==> src/srap_pkg.sv <==
/*
 * srap_pkg: constants shared by the serial register access port.
 * assumes: nothing beyond a sv compiler; imported by the design modules.
 */
package srap_pkg;
    // register offsets
    localparam logic [5:0] SRAP_ADDR_CMD = 6'h00;
    localparam logic [5:0] SRAP_ADDR_IDENT = 6'h05;
    localparam logic [5:0] SRAP_ADDR_CTRL = 6'h01;
    localparam logic [5:0] SRAP_ADDR_ERREN = 6'h07;
    localparam logic [5:0] SRAP_ADDR_CHAN0 = 6'h09;
    localparam logic [5:0] SRAP_ADDR_CFG0 = 6'h19;
    // reset values
    localparam logic [7:0] SRAP_CMD_RST = 8'h00;
    localparam logic [15:0] SRAP_CHAN0_RST = 16'h8001;
    localparam logic [15:0] SRAP_CFG0_RST = 16'h0860;
    localparam logic [15:0] SRAP_CTRL_RST = 16'h0000;
    localparam logic [23:0] SRAP_ERREN_RST = 24'h000040;
    // identity fields, values arbitrary
    localparam logic [3:0] SRAP_PART_CODE = 4'h3;
    localparam logic [3:0] SRAP_DIE_REV = 4'h2;
    // command field positions
    localparam int SRAP_CMD_WEN_BIT = 7;
    localparam int SRAP_CMD_RD_BIT = 6;
    // resync run length in serial clocks
    localparam logic [6:0] SRAP_RESYNC_ONES = 7'h40;
    // internal master clock figure in hz
    localparam int SRAP_MCLK_HZ = 614400;
    localparam int SRAP_CLK_HZ = 10000000;
    localparam logic [4:0] SRAP_MCLK_DIV = 5'(SRAP_CLK_HZ / SRAP_MCLK_HZ / 2);
    // bit counts of a data phase
    localparam logic [5:0] SRAP_LEN8 = 6'h08;
    localparam logic [5:0] SRAP_LEN16 = 6'h10;
    localparam logic [5:0] SRAP_LEN24 = 6'h18;
    // interface states
    typedef enum logic [1:0] {
        SRAP_ST_CMD,
        SRAP_ST_WR,
        SRAP_ST_RD
    } srap_state_e;
endpackage

==> src/srap_port.sv <==
/*
 * srap_port: serial command front end, mode 3, command then data.
 * assumes: sclk, din and cs come from pins in another domain; clk_i is
 * many times faster than the serial clock.
 */
`timescale 1ns/1ns
`default_nettype none
// How it works
// - mode 3: shift out falling, sample rising
// - chip select may stay low forever
// - write-only 8-bit command register, reset zero
// - after reset first byte is command
// - low six bits select, bit six direction
// - after data phase, wait for command
// - 64 ones on din resets everything
// - chip select high aborts transfer
// - writes carry 8, 16 or 24 bits
// - reads shift out register width bits
// - read-only identification register at five
// - channel 0 default enabled, inputs zero/one
// - setup default unbuffered, gain one, external
// - control default low power, internal clock
// - only ignore-access diagnostic enabled
// - internal master clock is clk_i/16, 625 khz from 10 mhz (614.4 khz target)
module srap_port
    import srap_pkg::*;
(
    input wire logic clk_i,
    input wire logic rst_b_i,
    input wire logic sclk_i,
    input wire logic cs_b_i,
    input wire logic din_i,
    output logic dout_o,
    output logic dout_oe_o,
    output logic mclk_o,
    output logic busy_o
);
    // synchronisers; first stages read only by second stages
    logic sclk_m_r, sclk_s_r, sclk_d_r;
    logic cs_m_r, cs_s_r;
    logic din_m_r, din_s_r;
    srap_state_e state_r; // interface state
    logic [7:0] cmd_r; // command register contents
    logic [23:0] sh_r; // shift register
    logic [5:0] cnt_r; // bits in current phase
    logic [5:0] len_r; // length of data phase
    logic [6:0] ones_r; // run of ones on din
    logic [4:0] div_r; // master clock divider
    logic mclk_r;
    logic clr_r; // resync full reset strobe
    logic dout_r;
    logic [23:0] rdata;
    logic [15:0] ctrl;
    logic we_r;
    // edges of the sampled serial clock
    wire rise = sclk_s_r & ~sclk_d_r;
    wire fall = ~sclk_s_r & sclk_d_r;
    wire abort = cs_s_r;
    wire [7:0] cmd_in = {sh_r[6:0], din_s_r};
    wire cmd_ok = ~cmd_in[SRAP_CMD_WEN_BIT];
    wire cmd_rd = cmd_in[SRAP_CMD_RD_BIT];
    wire [5:0] sel = cmd_r[5:0];
    // width of each register's data phase
    function automatic logic [5:0] reg_len(input logic [5:0] a);
        if (a == SRAP_ADDR_IDENT)
            reg_len = SRAP_LEN8;
        else if (a == SRAP_ADDR_ERREN)
            reg_len = SRAP_LEN24;
        else
            reg_len = SRAP_LEN16;
    endfunction
    assign busy_o = state_r != SRAP_ST_CMD;
    assign dout_o = dout_r;
    assign dout_oe_o = (state_r == SRAP_ST_RD) & ~cs_s_r;
    assign mclk_o = mclk_r;
    // pin synchronisers
    always_ff @(posedge clk_i or negedge rst_b_i) begin
        if (!rst_b_i) begin
            sclk_m_r <= 1'b1;
            sclk_s_r <= 1'b1;
            sclk_d_r <= 1'b1;
            cs_m_r <= 1'b1;
            cs_s_r <= 1'b1;
            din_m_r <= 1'b0;
            din_s_r <= 1'b0;
        end else begin
            sclk_m_r <= sclk_i;
            sclk_s_r <= sclk_m_r;
            sclk_d_r <= sclk_s_r;
            cs_m_r <= cs_b_i;
            cs_s_r <= cs_m_r;
            din_m_r <= din_i;
            din_s_r <= din_m_r;
        end
    end
    // internal master clock divider, free running
    always_ff @(posedge clk_i or negedge rst_b_i) begin
        if (!rst_b_i) begin
            div_r <= 5'h00;
            mclk_r <= 1'b0;
        end else if (div_r == SRAP_MCLK_DIV - 5'h01) begin
            div_r <= 5'h00;
            mclk_r <= ~mclk_r;
        end else begin
            div_r <= div_r + 5'h01;
        end
    end
    // ones counter for the resync reset, counted on rising edges
    always_ff @(posedge clk_i or negedge rst_b_i) begin
        if (!rst_b_i) begin
            ones_r <= 7'h00;
            clr_r <= 1'b0;
        end else begin
            clr_r <= 1'b0;
            if (rise && !abort) begin
                if (!din_s_r) begin
                    ones_r <= 7'h00;
                end else if (ones_r == SRAP_RESYNC_ONES - 7'h01) begin
                    ones_r <= 7'h00;
                    clr_r <= 1'b1;
                end else begin
                    ones_r <= ones_r + 7'h01;
                end
            end
        end
    end
    // command and data state machine
    always_ff @(posedge clk_i or negedge rst_b_i) begin
        if (!rst_b_i) begin
            state_r <= SRAP_ST_CMD;
            cmd_r <= SRAP_CMD_RST;
            sh_r <= 24'h000000;
            cnt_r <= 6'h00;
            len_r <= 6'h00;
            dout_r <= 1'b1;
            we_r <= 1'b0;
        end else if (clr_r || abort) begin
            // resync reset or chip select high
            state_r <= SRAP_ST_CMD;
            cmd_r <= clr_r ? SRAP_CMD_RST : cmd_r;
            cnt_r <= 6'h00;
            dout_r <= 1'b1;
            we_r <= 1'b0;
        end else begin
            we_r <= 1'b0;
            case (state_r)
                SRAP_ST_CMD: begin
                    // cs may stay low; framing by counting bits
                    if (rise) begin
                        sh_r <= {sh_r[22:0], din_s_r};
                        if (cnt_r == SRAP_LEN8 - 6'h01) begin
                            cnt_r <= 6'h00;
                            if (cmd_ok) begin
                                cmd_r <= cmd_in;
                                len_r <= reg_len(cmd_in[5:0]);
                                state_r <= cmd_rd ? SRAP_ST_RD
                                                  : SRAP_ST_WR;
                            end
                        end else begin
                            cnt_r <= cnt_r + 6'h01;
                        end
                    end
                end
                SRAP_ST_WR: begin
                    // write phase of 8, 16 or 24 bits
                    if (rise) begin
                        sh_r <= {sh_r[22:0], din_s_r};
                        if (cnt_r == len_r - 6'h01) begin
                            cnt_r <= 6'h00;
                            we_r <= 1'b1;
                            state_r <= SRAP_ST_CMD;
                        end else begin
                            cnt_r <= cnt_r + 6'h01;
                        end
                    end
                end
                SRAP_ST_RD: begin
                    // shift out msb first on falling edges
                    if (fall) begin
                        dout_r <= rdata[5'(len_r - 6'h01 - cnt_r)];
                    end
                    if (rise) begin
                        if (cnt_r == len_r - 6'h01) begin
                            cnt_r <= 6'h00;
                            dout_r <= 1'b1; // data line back to idle high
                            state_r <= SRAP_ST_CMD;
                        end else begin
                            cnt_r <= cnt_r + 6'h01;
                        end
                    end
                end
                default: state_r <= SRAP_ST_CMD;
            endcase
        end
    end
    // register memory; write data is the shifted word
    srap_regfile u_regs (
        .clk_i(clk_i),
        .rst_b_i(rst_b_i),
        .clr_i(clr_r),
        .we_i(we_r),
        .addr_i(sel),
        .wdata_i(sh_r),
        .rdata_o(rdata),
        .ctrl_o(ctrl)
    );
    // ctrl is not brought out of this block; it is only tied off here
    wire unused_ok = &{1'b0, ctrl};
endmodule
`default_nettype wire

==> src/srap_regfile.sv <==
/*
 * srap_regfile: small register memory for the access port.
 * assumes: same clock as the port; writes are single-cycle strobes.
 */
`timescale 1ns/1ns
`default_nettype none
module srap_regfile
    import srap_pkg::*;
(
    input wire logic clk_i,
    input wire logic rst_b_i,
    input wire logic clr_i,
    input wire logic we_i,
    input wire logic [5:0] addr_i,
    input wire logic [23:0] wdata_i,
    output logic [23:0] rdata_o,
    output logic [15:0] ctrl_o
);
    logic [15:0] chan0_r; // channel 0 word
    logic [15:0] cfg0_r; // setup 0 word
    logic [15:0] ctrl_r; // converter control
    logic [23:0] erren_r; // diagnostic enables
    wire hit_chan0 = addr_i == SRAP_ADDR_CHAN0;
    wire hit_cfg0 = addr_i == SRAP_ADDR_CFG0;
    wire hit_ctrl = addr_i == SRAP_ADDR_CTRL;
    wire hit_erren = addr_i == SRAP_ADDR_ERREN;
    wire hit_ident = addr_i == SRAP_ADDR_IDENT;
    wire [23:0] rd_mux = hit_chan0 ? {8'h00, chan0_r} :
        hit_cfg0 ? {8'h00, cfg0_r} :
        hit_ctrl ? {8'h00, ctrl_r} :
        hit_erren ? erren_r :
        hit_ident ? {16'h0000, SRAP_PART_CODE, SRAP_DIE_REV} : 24'h000000;
    assign ctrl_o = ctrl_r;
    // storage; clr_i is the resync full reset
    always_ff @(posedge clk_i or negedge rst_b_i) begin
        if (!rst_b_i) begin
            chan0_r <= SRAP_CHAN0_RST;
            cfg0_r <= SRAP_CFG0_RST;
            ctrl_r <= SRAP_CTRL_RST;
            erren_r <= SRAP_ERREN_RST;
            rdata_o <= 24'h000000;
        end else if (clr_i) begin
            chan0_r <= SRAP_CHAN0_RST;
            cfg0_r <= SRAP_CFG0_RST;
            ctrl_r <= SRAP_CTRL_RST;
            erren_r <= SRAP_ERREN_RST;
            rdata_o <= 24'h000000;
        end else begin
            rdata_o <= rd_mux;
            if (we_i && hit_chan0) chan0_r <= wdata_i[15:0];
            if (we_i && hit_cfg0) cfg0_r <= wdata_i[15:0];
            if (we_i && hit_ctrl) ctrl_r <= wdata_i[15:0];
            if (we_i && hit_erren) erren_r <= wdata_i;
        end
    end
endmodule
`default_nettype wire

==> config.mk <==
export PLATFORM = sky130hd
export DESIGN_NAME = srap_port
export DESIGN_NICKNAME = d
export VERILOG_FILES = /design/src/srap_pkg.sv /design/src/srap_port.sv /design/src/srap_regfile.sv
export SDC_FILE = /design/constraint.sdc
export NUM_CORES = 1
export LEC_CHECK = 0
export ABC_AREA = 1
export BUFFER_PORTS_ARGS = -buffer_cell sky130_fd_sc_hd__buf_2
export CAP_MARGIN = 20
export CORE_MARGIN = 2
export CORE_UTILIZATION = 57
export DETAILED_ROUTE_END_ITERATION = 8
export GPL_TIMING_DRIVEN = 0
export PLACE_DENSITY = 0.87
export SLEW_MARGIN = 20
export SYNTH_ARGS = -nofsm -noshare
export SYNTH_HDL_FRONTEND = slang
export SYNTH_SLANG_ARGS = --single-unit
==> constraint.sdc <==
create_clock -name clk_i -period 1.5 [get_ports clk_i]
set_input_delay 0.15 -clock clk_i [delete_from_list [all_inputs] [get_ports clk_i]]
set_output_delay 0.15 -clock clk_i [all_outputs]
set_load 0.01 [all_outputs]
==> summary.md <==
| Metric | Value |
|---|---|
| Final critical-path required period | `2.42 ns` |
| Number of vias per cell | `7.42` |
| Final instance area | `10900 um2` |
| Share of Yosys cell area claimed by the top area cell type | `52.4%` |
| Crit path from | `cmd_r[0]` |
| DRC | `3` |
| Starting Density | `58.4%` |
| Status | `finished, violations left` |
| Die H | `115 um` |
| Core region area | `12000 um2` |
| Count of cell types in the netlist | `40` |
| Global route total overflow | `0` |
| Leakage power total | `5.12 nW` |
| Switching pwr | `2.72 mW` |
| CP endpoint | `u_regs.rdata_o[0]` |
| Post-synth top flop | `dfrtp_1` |
| Root Buffer | `clkbuf_16` |
| Row cnt | `40` |
| Switching share of power | `27.8%` |
| Final Wtd Congestion | `0.861` |
| Reg2Reg Depth | `8` |
| Leading area contributor after synthesis | `dfrtp_1` |
| Die X | `115 um` |
| Logic pwr share | `9.0%` |
| Layout Skew | `0.0123 ns` |
| Leading cell type in the layout, fill and taps excluded | `dfrtp_1` |
| Final ANT Viol Nets | `0` |
| Worst slew pin tran | `0.822 ns` |
| Critical R2R Capture | `u_regs.rdata_o[0]` |
| IO Pins | `9` |
| DRT Pass-1 Iters | `9` |
| Layout cell share with drive strength beyond 1 | `53.1%` |
| CTS tree | `yes` |
| Layout Cells excl Fill | `1060` |
| Final setup violation count | `145` |
| Area Overhead vs Synth | `54.8%` |
| Period utilisation layout | `161%` |
| Fin Hold WS | `0.278 ns` |
| Sequential area share after synthesis | `56.9%` |
| Worst-path fanout max | `4` |
| Commonest cells after routing, fill and taps aside | `144 x dfrtp_1, 86 x inv_1, 78 x nand2_1` |
| Clk buf depth | `2` |
| Initial DRC Count | `1594` |
| Total detailed-routing wirelength | `35.7 mm` |
| Crit Path Class | `register to register` |
| Synth top area cells | `dfrtp_1 52%, nand2_1 7.9%, o21ai_0 6.7%` |
| Slew HR | `45.0%` |
| Ys async rst share | `100%` |
| Layout Utilization | `90.4%` |
| Internal power | `7.06 mW` |
| Worst EP required | `1.77 ns` |
| Max IR drop VDD | `0.00114 V` |
| Failing checks | `DRC, setup timing` |
| Clock power frac | `43.7%` |
| Clk_lat worst skew | `0.45 ns` |
| DR vias | `7863` |
| Avg Cell Area, Syn | `9.19 um2` |
| Post-synth EDFFs | `0` |
| Mapped Cells | `764` |
| Placed cell count | `920` |
| Flop pwr share | `47.3%` |
| Maximum capacitance violations | `0` |
| Initial antenna violation count | `4` |
| Dpl hpwl | `10.7 mm` |
| Port-buffer cells | `8` |
| Wirelength per Cell | `33.6 um` |
| Yosys warns | `0` |
| Die area | `13200 um2` |
| Synth Cell Area | `7020 um2` |
| Mapped Nets | `777` |
| Clock tree sinks | `159` |
| Clock-pin slew on the worst setup and hold paths | `0.07 ns` |
| Vias in the first global route | `7044` |
| Unrepaired setup endpoints after global routing | `yes` |
| CP Capture Type | `register` |
| Final nets | `910` |
| H-Tree Level Count | `4` |
| Reg-to-reg critical path startpoint | `cmd_r[0]` |
| Seq cells post-synth | `159` |
| All-Layer GR Usage | `41.7%` |
| Setup WS post-layout | `-0.916 ns` |
| First-pass GRT wire length | `40.5 mm` |
| Hold Crit Class | `input port to asynchronous set/reset pin` |
| CTS buffer count | `17` |
| FMAX | `414 MHz` |
| Final Hold Fails | `0` |
| Startpoint types | `register` |
| Dpl cell area | `7290 um2` |
| PD cells | `900 nW/um2` |
| Setup slack, reg-to-reg | `-0.92 ns` |
| Largest net degree at the start of global routing | `86` |
| Pins Over Slew Limit | `0` |
| Worst Path Arrival | `2.69 ns` |
-- worst max-delay path, cell delays in order (launching register included) --
cell and delay [ns]:
dfrtp_1 0.43, nand2_1 0.11, inv_1 0.11, nand2_2 0.11
nor3_4 0.34, inv_2 0.17, o21ai_1 0.29, o22ai_2 0.14
nor2_1 0.54
-- metal layers --
metal | vias to the layer above | global-route usage (%) | routed length (um)
met5 | - | 0 | 58
met4 | 4 | 32.1 | 4230
met3 | 432 | 14.0 | 5360
met2 | 1034 | 63.3 | 15000
met1 | 3627 | 49.1 | 11000
li1 | 2766 | - | -
-- final cells by class --
| cell class | count | area (um2) |
|---|---|---|
| sequential | 159 | 4000 |
| inverter | 107 | 422 |
| timing repair buffer | 117 | 1280 |
| tap | 147 | 184 |
| fill | 367 | 1150 |
| antenna | 3 | 7.51 |
| multi-input combinational | 468 | 4040 |
| buffer | 27 | 385 |
| clock buffer | 27 | 523 |
| clock inverter | 5 | 27.5 |
-- per-stage QoR --
step | TNS (ns) | power [mW] | worst slack (ns)
finish | -45.18 | 9.78 | -0.916
global route | -46.83 | 9.90 | -0.833
CTS | -14.25 | 9.12 | -0.262
detailed placement | -37.41 | 5.01 | -0.640
global placement | -331.46 | 4.98 | -1.95
floorplan | -0.801 | 4.80 | -0.104
-- flip-flops by register name, summed over array words and instances, names as in the netlist, 5 cells and up --
register	count
u_regs.ctrl_o	16
sh_r	24
u_regs.erren_r	24
cnt_r	6
u_regs.rdata_o	24
ones_r	7
u_regs.chan0_r	16
cmd_r	6
u_regs.cfg0_r	16
div_r	5
-- power groups by stage --
stage	clock network (mW)	logic, mW	registers, mW
5_1_grt	4.38	0.903	4.62
4_1_cts	4.03	0.560	4.53
6_report	4.27	0.879	4.63
2_1_floorplan	0	0.243	4.56
3_5_place_dp	0	0.430	4.58
3_3_place_gp	0	0.402	4.58
-- how the worst min path moves through the flow --
stage / endpoint / slack, ns / startpoint / cells after the start
finish: u_regs.erren_r[11] / 0.28 / rst_b_i / 2
global route: u_regs.erren_r[11] / 0.35 / rst_b_i / 2
CTS: div_r[3] / 0.30 / rst_b_i / 2
detailed placement: u_regs.ctrl_o[13] / 0.16 / rst_b_i / 1
global placement: cs_m_r / 0.26 / cs_b_i / 1
floorplan: clr_r / -0.15 / rst_b_i / 0
-- synthesized netlist by cell type (9+ instances only) --
| master | instances |
|---|---|
| dfrtp_1 | 147 |
| nor3_1 | 11 |
| o21ai_0 | 94 |
| dfstp_2 | 12 |
| nand3_1 | 36 |
| o22ai_1 | 27 |
| clkbuf_1 | 9 |
| nand2_1 | 147 |
| buf_2 | 12 |
| nor2_1 | 58 |
| a21oi_1 | 22 |
| mux2_1 | 11 |
| mux2_2 | 13 |
| inv_1 | 104 |
-- logic make-up after synthesis --
| group | count (synthesis) | synth area share [%] |
|---|---|---|
| adder cells (fa/ha/maj) | 8 | 1.43 |
| AO/OA/AOI/OAI | 160 | 12.4 |
| buffers and inverters | 138 | 8.20 |
| flip-flops | 159 | 56.9 |
| multiplexers | 24 | 3.85 |
| XOR/XNOR | 8 | 0.998 |
| AND/OR/NAND/NOR | 267 | 16.2 |
-- timing repair --
item | 4_1_cts | 5_1_grt
gates resized for setup | 303 | 305
setup endpoints to repair | 138 | 145
gates cloned | 14 | 3
hold buffers | 4 | 0
pin swaps | 37 | 36
buffers inserted | 51 | 42
hold endpoints to repair | 71 | 0
Note: power is estimated with default switching activity, not from simulation.
